### src/common/srs_pkg.sv
// Operation
// (RQ1) ring rising and held high over 10 ms sets modem change A
// (RQ2) every edge on clear to send sets modem change A
// (RQ3) carrier, data set ready, secondary receive edges set change B by default
// (RQ4) with routing strap those edges set change A and change B stays off
// (RQ5) change A with modem interrupt enable bit 5 raises the interrupt request
// (RQ6) change A is bit 15, read only, cleared by init, reset or status read
// (RQ7) bit 14 shows the ring level
// (RQ8) bit 13 shows the clear to send level
// (RQ9) bit 12 shows the carrier level
// (RQ10) bit framing applies while character sync mode select is clear
// (RQ11) receiver active, bit 11, sets when the first frame character arrives
// (RQ12) check sequence runs over all received data unless inhibited
// (RQ13) primary station: active holds until closing flag, then clears with end mark
// (RQ14) closing flag tests the check register and reinitialises it unless inhibited
// (RQ15) next message first character sets active again with start mark
// (RQ16) flags between messages are dropped without effect
// (RQ17) secondary station compares first character with parameter low byte
// (RQ18) failed address match leaves active clear and hunts for a flag
// (RQ19) active clears on init, reset, receiver enable off, or abort
// (RQ20) modem inputs are synchronised so each change gives one event
package srs_pkg;
    localparam int unsigned ADDR_W       = 3;
    localparam int unsigned DATA_W       = 16;
    localparam logic [2:0]  OFS_RX_CSR   = 3'h0;
    localparam logic [2:0]  OFS_PARAM    = 3'h2;
    localparam int unsigned B_CHG_A      = 15;
    localparam int unsigned B_RING       = 14;
    localparam int unsigned B_CTS        = 13;
    localparam int unsigned B_CARRIER    = 12;
    localparam int unsigned B_RX_ACT     = 11;
    localparam int unsigned B_SEC_RX     = 10;
    localparam int unsigned B_DSR        = 9;
    localparam int unsigned B_RX_EN      = 4;
    localparam int unsigned B_DS_IE      = 5;
    localparam int unsigned B_SEC_TX     = 3;
    localparam int unsigned B_RTS        = 2;
    localparam int unsigned B_DTR        = 1;
    localparam int unsigned B_CHG_B      = 0;
    localparam logic [15:0] CSR_RW_MASK  = 16'h017e;
    localparam logic [15:0] CSR_RESET    = 16'h0000;
    localparam logic [15:0] PARAM_RESET  = 16'h0000;
    localparam int unsigned P_CHAR_SYNC  = 15;
    localparam int unsigned P_SEC_ADDR   = 12;
    localparam int unsigned P_CRC_INH    = 9;
    localparam int unsigned M_RING       = 0;
    localparam int unsigned M_CTS        = 1;
    localparam int unsigned M_CAR        = 2;
    localparam int unsigned M_DSR        = 3;
    localparam int unsigned M_SEC        = 4;
    localparam int unsigned M_LCLK       = 5;
    localparam int unsigned M_LDAT       = 6;
    localparam int unsigned N_SYNC       = 7;
    localparam int unsigned CLK_HZ       = 250_000_000;
    localparam int unsigned RING_MS      = 10;
    localparam int unsigned RING_CYC     = RING_MS * (CLK_HZ / 1000);
    localparam int unsigned RING_CNT_W   = 22;
    localparam logic [2:0]  ONES_STUFF   = 3'h5;
    localparam logic [2:0]  ONES_FLAG    = 3'h6;
    localparam logic [2:0]  ONES_ABORT   = 3'h7;
    localparam logic [2:0]  DLY_LEN      = 3'h7;
    localparam logic [2:0]  CHAR_LAST    = 3'h7;
    localparam logic [15:0] CRC_INIT     = 16'hffff;
    localparam logic [15:0] CRC_POLY     = 16'h8408;
    localparam logic [15:0] CRC_GOOD     = 16'hf0b8;

    typedef enum logic [1:0] {
        RX_HUNT  = 2'b00,
        RX_OPEN  = 2'b01,
        RX_FRAME = 2'b10
    } srs_rx_e;
endpackage : srs_pkg

### src/rtl/srs_rx_status.sv
`timescale 1ns/1ns
module srs_rx_status #(
    parameter int unsigned RING_QUAL_CYC = srs_pkg::RING_CYC
) (
    input  wire logic                       clk,
    input  wire logic                       rst_n,
    input  wire logic                       ce,
    input  wire logic [srs_pkg::ADDR_W-1:0] reg_addr,
    input  wire logic [srs_pkg::DATA_W-1:0] reg_wdata,
    input  wire logic                       reg_wr,
    input  wire logic                       reg_rd,
    output logic      [srs_pkg::DATA_W-1:0] reg_rdata,
    input  wire logic                       bus_init,
    input  wire logic                       device_reset,
    input  wire logic                       change_route_strap,
    input  wire logic                       ring_in,
    input  wire logic                       clear_to_send_in,
    input  wire logic                       carrier_in,
    input  wire logic                       data_set_ready_in,
    input  wire logic                       sec_rx_data_in,
    input  wire logic                       link_clk_in,
    input  wire logic                       link_data_in,
    output logic                            data_terminal_ready,
    output logic                            request_to_send,
    output logic                            sec_tx_data,
    output logic                            receiver_active,
    output logic      [7:0]                 rx_char,
    output logic                            rx_char_valid,
    output logic                            rx_start_of_message,
    output logic                            rx_end_of_message,
    output logic                            rx_crc_error,
    output logic                            rx_abort,
    output logic                            modem_irq
);
    import srs_pkg::*;

    // ----------
    // input synchronisers
    // ----------
    logic [N_SYNC-1:0] pin_w;
    logic [N_SYNC-1:0] s1_q;
    logic [N_SYNC-1:0] s2_q;
    logic [N_SYNC-1:0] s3_q;
    logic [N_SYNC-1:0] lvl_q;
    logic [N_SYNC-1:0] agree_w;
    logic [N_SYNC-1:0] chg_w;

    assign pin_w = {link_data_in, link_clk_in, sec_rx_data_in,
                    data_set_ready_in, carrier_in, clear_to_send_in, ring_in};
    // change accepted only once stages two and three agree
    assign agree_w = ~(s2_q ^ s3_q);
    assign chg_w   = agree_w & (s3_q ^ lvl_q);  // [RQ20]

    always_ff @(posedge clk or negedge rst_n) begin
        if (!rst_n) begin
            s1_q  <= '0;
            s2_q  <= '0;
            s3_q  <= '0;
            lvl_q <= '0;
        end else if (ce) begin
            s1_q  <= pin_w;
            s2_q  <= s1_q;
            s3_q  <= s2_q;
            lvl_q <= lvl_q ^ chg_w;  // [RQ20]
        end
    end

    // ----------
    // strap capture after reset release
    // ----------
    logic strap_q;
    logic strap_done_q;

    always_ff @(posedge clk or negedge rst_n) begin
        if (!rst_n) begin
            strap_q      <= 1'b0;
            strap_done_q <= 1'b0;
        end else if (ce && !strap_done_q) begin
            strap_q      <= change_route_strap;
            strap_done_q <= 1'b1;
        end
    end

    // ----------
    // register decode
    // ----------
    logic        clr_w;
    logic        csr_wr_w;
    logic        csr_rd_w;
    logic        par_wr_w;
    logic [15:0] ctl_q;
    logic [15:0] ctl_d;
    logic [15:0] param_q;
    logic [15:0] param_d;

    assign clr_w    = bus_init | device_reset;
    assign csr_wr_w = reg_wr && (reg_addr == OFS_RX_CSR);
    assign csr_rd_w = reg_rd && (reg_addr == OFS_RX_CSR);
    assign par_wr_w = reg_wr && (reg_addr == OFS_PARAM);

    assign ctl_d   = clr_w    ? CSR_RESET :
                     csr_wr_w ? (reg_wdata & CSR_RW_MASK) : ctl_q;
    assign param_d = clr_w    ? PARAM_RESET :
                     par_wr_w ? reg_wdata : param_q;

    always_ff @(posedge clk or negedge rst_n) begin
        if (!rst_n) begin
            ctl_q   <= CSR_RESET;
            param_q <= PARAM_RESET;
        end else if (ce) begin
            ctl_q   <= ctl_d;
            param_q <= param_d;
        end
    end

    // ----------
    // ring qualification timer
    // ----------
    logic [RING_CNT_W-1:0] ring_cnt_q;
    logic [RING_CNT_W-1:0] ring_cnt_d;
    logic [RING_CNT_W-1:0] ring_lim_w;
    logic                  ring_hit_w;

    assign ring_lim_w = RING_CNT_W'(RING_QUAL_CYC);
    // at most one hit per high period, when the count is one below the limit
    assign ring_hit_w = lvl_q[M_RING] && (ring_cnt_q == ring_lim_w - 1'b1);  // [RQ1]
    assign ring_cnt_d = !lvl_q[M_RING]          ? '0 :
                        (ring_cnt_q == ring_lim_w) ? ring_cnt_q :
                        ring_cnt_q + 1'b1;

    always_ff @(posedge clk or negedge rst_n) begin
        if (!rst_n) begin
            ring_cnt_q <= '0;
        end else if (ce) begin
            ring_cnt_q <= ring_cnt_d;
        end
    end

    // ----------
    // modem change flags
    // ----------
    logic grp_w;
    logic set_a_w;
    logic set_b_w;
    logic chg_a_q;
    logic chg_a_d;
    logic chg_b_q;
    logic chg_b_d;
    logic irq_d;

    assign grp_w   = chg_w[M_CAR] | chg_w[M_DSR] | chg_w[M_SEC];
    assign set_a_w = ring_hit_w                     // [RQ1]
                   | chg_w[M_CTS]                   // [RQ2]
                   | (strap_q & grp_w);             // [RQ4]
    assign set_b_w = ~strap_q & grp_w;              // [RQ3] [RQ4]
    // set beats the read clear so no event is lost
    assign chg_a_d = ~clr_w & (set_a_w | (chg_a_q & ~csr_rd_w));  // [RQ6]
    assign chg_b_d = ~clr_w & (set_b_w | (chg_b_q & ~csr_rd_w));
    assign irq_d   = chg_a_d & ctl_d[B_DS_IE];      // [RQ5]

    always_ff @(posedge clk or negedge rst_n) begin
        if (!rst_n) begin
            chg_a_q   <= 1'b0;
            chg_b_q   <= 1'b0;
            modem_irq <= 1'b0;
        end else if (ce) begin
            chg_a_q   <= chg_a_d;
            chg_b_q   <= chg_b_d;
            modem_irq <= irq_d;
        end
    end

    // ----------
    // bit stream decode
    // ----------
    logic       rx_run_w;
    logic       rx_bit_w;
    logic       din_w;
    logic       push_w;
    logic       flag_w;
    logic       abort_w;
    logic       emit_w;
    logic       ebit_w;
    logic       char_done_w;
    logic [7:0] char_w;
    logic       addr_ok_w;
    logic       crc_inh_w;
    logic       crc_fb_w;
    logic [15:0] crc_nx_w;

    srs_rx_e    st_q;
    srs_rx_e    st_d;
    logic [2:0] ones_q;
    logic [2:0] ones_d;
    logic [6:0] dly_q;
    logic [6:0] dly_d;
    logic [2:0] dly_n_q;
    logic [2:0] dly_n_d;
    logic [7:0] ch_q;
    logic [7:0] ch_d;
    logic [2:0] bcnt_q;
    logic [2:0] bcnt_d;
    logic [15:0] crc_q;
    logic [15:0] crc_d;
    logic       act_q;
    logic       act_d;
    logic [7:0] char_d;
    logic       char_v_d;
    logic       som_d;
    logic       eom_d;
    logic       crc_err_d;
    logic       abort_d;

    // bit framing only while character sync is deselected
    assign rx_run_w  = ctl_q[B_RX_EN] & ~param_q[P_CHAR_SYNC] & ~clr_w;  // [RQ10] [RQ19]
    assign rx_bit_w  = rx_run_w & chg_w[M_LCLK] & s3_q[M_LCLK];
    assign din_w     = s3_q[M_LDAT];
    assign crc_inh_w = param_q[P_CRC_INH];

    // zero after five ones is stuffing; after six it closes a flag
    assign push_w  = rx_bit_w & (din_w ? (ones_q != ONES_FLAG && ones_q != ONES_ABORT)
                                       : (ones_q != ONES_FLAG && ones_q != ONES_STUFF));
    assign flag_w  = rx_bit_w & ~din_w & (ones_q == ONES_FLAG);
    assign abort_w = rx_bit_w & din_w & (ones_q == ONES_FLAG);

    // seven bit delay so a flag never leaks into data
    assign emit_w      = push_w & (dly_n_q == DLY_LEN) & (st_q != RX_HUNT);
    assign ebit_w      = dly_q[0];
    assign char_done_w = emit_w & (bcnt_q == CHAR_LAST);
    assign char_w      = {ebit_w, ch_q[7:1]};
    assign addr_ok_w   = ~param_q[P_SEC_ADDR] | (char_w == param_q[7:0]);  // [RQ17]

    assign crc_fb_w = crc_q[0] ^ ebit_w;
    assign crc_nx_w = (crc_q >> 1) ^ (crc_fb_w ? CRC_POLY : 16'h0000);

    always_comb begin
        st_d      = st_q;
        ones_d    = ones_q;
        dly_d     = dly_q;
        dly_n_d   = dly_n_q;
        ch_d      = ch_q;
        bcnt_d    = bcnt_q;
        crc_d     = crc_q;
        act_d     = act_q;
        char_d    = rx_char;
        char_v_d  = 1'b0;
        som_d     = 1'b0;
        eom_d     = 1'b0;
        abort_d   = 1'b0;
        crc_err_d = rx_crc_error;
        if (!rx_run_w) begin
            st_d    = RX_HUNT;
            act_d   = 1'b0;  // [RQ19]
            ones_d  = '0;
            dly_n_d = '0;
        end else if (rx_bit_w) begin
            if (din_w) begin
                if (ones_q != ONES_ABORT) begin
                    ones_d = ones_q + 1'b1;
                end
            end else begin
                ones_d = '0;
            end
            if (push_w) begin
                dly_d = {din_w, dly_q[6:1]};
                if (dly_n_q != DLY_LEN) begin
                    dly_n_d = dly_n_q + 1'b1;
                end
            end
            if (emit_w) begin
                ch_d   = char_w;
                bcnt_d = bcnt_q + 1'b1;
                if (!crc_inh_w) begin
                    crc_d = crc_nx_w;  // [RQ12]
                end
            end
            if (char_done_w) begin
                unique case (st_q)
                    RX_OPEN: begin
                        if (addr_ok_w) begin
                            st_d     = RX_FRAME;
                            act_d    = 1'b1;  // [RQ11] [RQ15]
                            som_d    = 1'b1;  // [RQ15]
                            char_v_d = 1'b1;
                            char_d   = char_w;
                        end else begin
                            st_d = RX_HUNT;  // [RQ18]
                        end
                    end
                    RX_FRAME: begin
                        char_v_d = 1'b1;
                        char_d   = char_w;
                    end
                    RX_HUNT: begin
                        st_d = RX_HUNT;
                    end
                    default: begin
                        st_d = RX_HUNT;
                    end
                endcase
            end
            if (flag_w) begin
                // staying in open between frames drops idle flags
                dly_n_d = '0;  // [RQ16]
                bcnt_d  = '0;
                st_d    = RX_OPEN;
                if (!crc_inh_w) begin
                    crc_d = CRC_INIT;  // [RQ14]
                end
                if (st_q == RX_FRAME) begin
                    act_d     = 1'b0;  // [RQ13]
                    eom_d     = 1'b1;  // [RQ13]
                    crc_err_d = ~crc_inh_w & (crc_q != CRC_GOOD);  // [RQ14]
                end
            end
            if (abort_w) begin
                st_d    = RX_HUNT;
                act_d   = 1'b0;  // [RQ19]
                dly_n_d = '0;
                abort_d = 1'b1;
            end
        end
    end

    always_ff @(posedge clk or negedge rst_n) begin
        if (!rst_n) begin
            st_q    <= RX_HUNT;
            ones_q  <= '0;
            dly_q   <= '0;
            dly_n_q <= '0;
            ch_q    <= '0;
            bcnt_q  <= '0;
            crc_q   <= CRC_INIT;
            act_q   <= 1'b0;
        end else if (ce) begin
            st_q    <= st_d;
            ones_q  <= ones_d;
            dly_q   <= dly_d;
            dly_n_q <= dly_n_d;
            ch_q    <= ch_d;
            bcnt_q  <= bcnt_d;
            crc_q   <= crc_d;
            act_q   <= act_d;
        end
    end

    always_ff @(posedge clk or negedge rst_n) begin
        if (!rst_n) begin
            rx_char             <= '0;
            rx_char_valid       <= 1'b0;
            rx_start_of_message <= 1'b0;
            rx_end_of_message   <= 1'b0;
            rx_crc_error        <= 1'b0;
            rx_abort            <= 1'b0;
        end else if (ce) begin
            rx_char             <= char_d;
            rx_char_valid       <= char_v_d;
            rx_start_of_message <= som_d;
            rx_end_of_message   <= eom_d;
            rx_crc_error        <= crc_err_d;
            rx_abort            <= abort_d;
        end
    end

    // ----------
    // read path and pin outputs
    // ----------
    logic [15:0] csr_view_w;
    logic [15:0] rdata_d;

    assign csr_view_w = ctl_q
                      | (16'(chg_a_q)        << B_CHG_A)    // [RQ6]
                      | (16'(lvl_q[M_RING])  << B_RING)     // [RQ7]
                      | (16'(lvl_q[M_CTS])   << B_CTS)      // [RQ8]
                      | (16'(lvl_q[M_CAR])   << B_CARRIER)  // [RQ9]
                      | (16'(act_q)          << B_RX_ACT)   // [RQ11]
                      | (16'(lvl_q[M_SEC])   << B_SEC_RX)
                      | (16'(lvl_q[M_DSR])   << B_DSR)
                      | (16'(chg_b_q)        << B_CHG_B);
    // parameter register is write only and reads as zero
    assign rdata_d = csr_rd_w ? csr_view_w : 16'h0000;

    always_ff @(posedge clk or negedge rst_n) begin
        if (!rst_n) begin
            reg_rdata <= '0;
        end else if (ce) begin
            reg_rdata <= rdata_d;
        end
    end

    assign data_terminal_ready = ctl_q[B_DTR];
    assign request_to_send     = ctl_q[B_RTS];
    assign sec_tx_data         = ctl_q[B_SEC_TX];
    assign receiver_active     = act_q;

endmodule : srs_rx_status

### config.mk
export PLATFORM = sky130hd
export DESIGN_NAME = srs_rx_status
export DESIGN_NICKNAME = d
export VERILOG_FILES = /design/src/common/srs_pkg.sv /design/src/rtl/srs_rx_status.sv
export SDC_FILE = /design/constraint.sdc
export NUM_CORES = 1
export LEC_CHECK = 0
export BUFFER_PORTS_ARGS = -buffer_cell sky130_fd_sc_hd__buf_2
export CAP_MARGIN = 40
export CORE_MARGIN = 1.5
export CORE_UTILIZATION = 45
export CTS_CLUSTER_DIAMETER = 150
export DETAILED_ROUTE_END_ITERATION = 7
export PLACE_DENSITY = 0.74
export SYNTH_ARGS = -nofsm -noshare
export SYNTH_HDL_FRONTEND = slang
export SYNTH_SLANG_ARGS = --single-unit
### constraint.sdc
create_clock -name clk -period 6 [get_ports clk]
set_input_delay 1.2 -clock clk [delete_from_list [all_inputs] [get_ports clk]]
set_output_delay 1.2 -clock clk [all_outputs]
set_load 0.05 [all_outputs]
==> results.md <==
- The flow ran to the end, and the final reports show no timing, DRC or antenna violations.
- The final count of hold timing violations is 0.
- The clock transition at the registers of the reported paths is 60 ps.
- After layout, the worst path uses 48.0% of the clock period.
- The number of nets still failing antenna checks after routing is 0.
- For the pin with the worst max-slew slack, the measured transition is 823 ps.
- 0 antenna diodes ended up in the layout.
- The longest individual stage delay on the worst path is 650 ps.
- The pre-antenna-repair detailed-routing pass consisted of 5 iterations.
- The effective utilization at floorplan is 46.4%.
- The share of cells above drive strength 1 is 26.6%.
- The total clock sinks is 142.
- At the later pin of the worst-skew pair, clock insertion delay measures 430 ps.
- For this block, the routed nets add up to 13.7 mm of wire.
- The max-capacitance violation count is 0.
- The top cell types in the final layout, fill and taps aside, are sky130_fd_sc_hd__dfrtp_1 (126), sky130_fd_sc_hd__buf_2 (61), sky130_fd_sc_hd__nand2_1 (51).
- Along the worst path, the maximum fanout reaches 36.
- Global routing used 19.7% of the available tracks across all layers.
- Data on the critical path is required at its endpoint by 6310 ps.
- The number of buffers and inverters on the critical path is 3.
- The final clock skew is 12.0 ps.
- The static leakage is 3.38 nW.
- The peak ir drop on the vdd network is 0.000198 V.
- The count of final setup violators is 0.
- The post-detailed-route DRC marker count is 0.
- Setup repair after global routing left no endpoint under its margin.
- The number of global-route vias before repair is 4,687.
- The fill cell instance count of the final layout is 1,220.
- The kind of cell with the highest combined delay along the critical path is simple AND/OR/NAND/NOR gates.
- Sequential elements use 55.1% of the synthesized area.
- Synthesis inferred 142 register bits.
- The worst hold path class is flop to flop.
- Post-CTS timing repair inserted 0 buffers for setup.
- After detailed routing, the average wire length per cell comes to 16.4 µm.
- Entering global routing, the biggest net connects 91 pins.
- After routing the design area is 0.00755 mm².
- The core region is 0.0140 mm².
- Among all flip-flop cells after synthesis, the most frequent one is sky130_fd_sc_hd__dfrtp_1.
- The number of enable-type register cells in the synthesized netlist is 0.
- The initial antenna violation count is 1.
- STA classifies the critical path endpoint as a flop.
- In the post-synthesis netlist, the biggest area contributors are sky130_fd_sc_hd__dfrtp_1 (49%), sky130_fd_sc_hd__mux2_2 (6.6%), sky130_fd_sc_hd__dfstp_2 (6.5%).
- The final-layout setup total negative slack is 0 ps.
- The routed design could run at a clock period as short as 2880 ps.
- The netlist area before placement is 0.00649 mm².
- Compared with the post-synthesis result, the final layout area differs by 16.3%.
- The quantity of I/O buffers inserted on ports is 62.
- The overall via count from detail_route is 4,704.
- After detailed routing, the number of vias per cell comes to 5.66.
- In this run, post-CTS repair resized a total of 0 instances.
- The final weighted congestion in routability-driven placement is 0.863.
- The top-level I/O count is 68.
- The most common cell after layout, fill and taps aside is sky130_fd_sc_hd__dfrtp_1.
- In the final design database the tool counted 685 nets.
- The top cell type by area accounts for 48.6% of the synthesized area.
- The die is 123 µm wide.
- The slowest stage of the critical path belongs to the cell sky130_fd_sc_hd__nor4_2.
- The cell area reported after detailed placement is 0.00696 mm².
- STA puts the critical path data arrival time at 3180 ps.
- The number of levels the H-tree was split into is 4.
- In this run, post-CTS hold repair placed 0 buffers.
- The cell chosen for the clock root is sky130_fd_sc_hd__clkbuf_16.
- The count of placed standard cells including taps is 799.
- The number of warning messages in the yosys log is 0.
- The startpoint type of the worst setup path is a primary input.
- The total clock buffers created by CTS is 17.
- The wire length of the first global-routing pass is 23.2 mm.
- The height of the die is 123 µm.
- The completed layout was analyzed and its total power is 2.29 mW.
- The synthesized design spends more area on one cell type than any other, namely sky130_fd_sc_hd__dfrtp_1.
- The critical path class is primary input to flop.
- The initialized floorplan defines 43 standard-cell rows.
- After technology mapping, the gate count stands at 575.
- The total overflow left after global routing is 0.
- Measured against its own limit, the worst slew margin works out to 45.2%.
- The number of nets handed over by synthesis was 622.
- Counting flops with an async set or reset pin after synthesis yields a share of 100%.
- The timing-limited maximum frequency is 0.347 GHz.
- The final-report max-slew violation count is 0.
- No sink is reached through more buffers than the 2 on the longest clock path.
- The area enclosed by the die boundary is 0.0151 mm².
- The final cell count without fillers is 831.
- In this run the power density over the cells is 304 mW/mm².
- After synthesis, the netlist uses 59 different library cells.
- The signal on the critical path passes through buf_2 > clkinv_1 > buf_4 > nor4_2 > nand4_1 > xnor2_1 > nor2b_1.
- The clock tree from TritonCTS is built.
- The detailed router finished its first iteration with 324 violations.
- Each instance of the synthesized netlist takes up on average 11.3 µm².
- Once detailed placement completed, the half-perimeter wirelength came to 9.21 mm.
-- sequential cells by signal (all words and copies together) (netlist names), 6 cells and up --
| name | cells |
|---|---|
| crc_q | 16 |
| ctl_q | 7 |
| s3_q | 7 |
| lvl_q | 6 |
| ring_cnt_q | 22 |
| dly_q | 7 |
| ch_q | 7 |
| s2_q | 7 |
| s1_q | 7 |
| param_q | 11 |
| reg_rdata | 15 |
| rx_char | 8 |
-- final timing paths --
path	startpoint	endpoint	slack (ps)	cells past startpoint
min in group asynchronous	rst_n	rx_crc_error$_DFFE_PN0P_	840	1
max in group asynchronous	rst_n	ctl_q[8]$_DFFE_PN0P_	4040	2
hold / removal	rx_crc_error$_DFFE_PN0P_	rx_crc_error$_DFFE_PN0P_	480	2
setup / recovery	ce	ring_cnt_q[21]$_DFFE_PN0P_	3120	7
setup reg to reg	ones_q[0]$_DFFE_PN0P_	crc_q[10]$_DFFE_PN1P_	3590	7
hold reg to reg	rx_crc_error$_DFFE_PN0P_	rx_crc_error$_DFFE_PN0P_	480	2
-- cells by family after synthesis --
| group | Yosys count | synth area share (%) |
|---|---|---|
| compound gates | 131 | 14.4 |
| mux | 39 | 6.75 |
| other cells | 1 | 0.0578 |
| flops | 142 | 55.1 |
| buf+inv | 46 | 3.01 |
| fa+ha+maj | 13 | 2.51 |
| simple gates | 179 | 15.0 |
| xor+xnor | 24 | 3.24 |
-- final cells by class --
cell class	count	area, µm²	area share [%]
Clock buffer	18	439	5.82
Multi-Input combinational cell	387	2720	36.0
Clock inverter	14	146	1.94
Sequential cell	142	3570	47.3
Timing Repair Buffer	67	358	4.74
Tap cell	180	225	2.98
Inverter	23	86.3	1.14
-- metrics by stage --
step | hold WS (ps) | setup slack (ps) | util, %
finish | 476 | 3120 | 54.0
global route | 503 | 2960 | 54.0
CTS | 483 | 3120 | 54.0
detailed placement | 469 | 2700 | 49.8
global placement | 457 | 2670 | 49.7
floorplan | 445 | 3290 | -
-- routing by layer --
metal  track usage (%)  up-vias  wire length (µm)
li1                  -     2213                 -
met1              25.3     2371              6020
met2              32.3       97              6850
met3              5.26       21               618
met4              6.61        2               166
met5                 0        -                13
-- power by group --
part	internal [mW]	switching, mW
clock network	0.596	0.444
logic	0.0711	0.115
registers	1.01	0.0606
total	1.68	0.620
-- synth_stat cells (12+ instances only) --
cell type / count
sky130_fd_sc_hd__mux2_2: 38
sky130_fd_sc_hd__a22o_1: 22
sky130_fd_sc_hd__nand2_1: 51
sky130_fd_sc_hd__nand3_1: 12
sky130_fd_sc_hd__a21oi_1: 20
sky130_fd_sc_hd__o2bb2ai_1: 18
sky130_fd_sc_hd__clkbuf_1: 15
sky130_fd_sc_hd__ha_1: 13
sky130_fd_sc_hd__nor2_1: 36
sky130_fd_sc_hd__inv_1: 22
sky130_fd_sc_hd__dfstp_2: 16
sky130_fd_sc_hd__dfrtp_1: 126
sky130_fd_sc_hd__o21ai_0: 39
sky130_fd_sc_hd__nand4_1: 16
sky130_fd_sc_hd__xnor2_1: 15
-- tightest hold or removal path: stages, from the launching register on --
cell and delay, ps:
sky130_fd_sc_hd__dfrtp_1 340, sky130_fd_sc_hd__nand2_1 50, sky130_fd_sc_hd__o31ai_1 50
(Power assumes the default switching activity.)
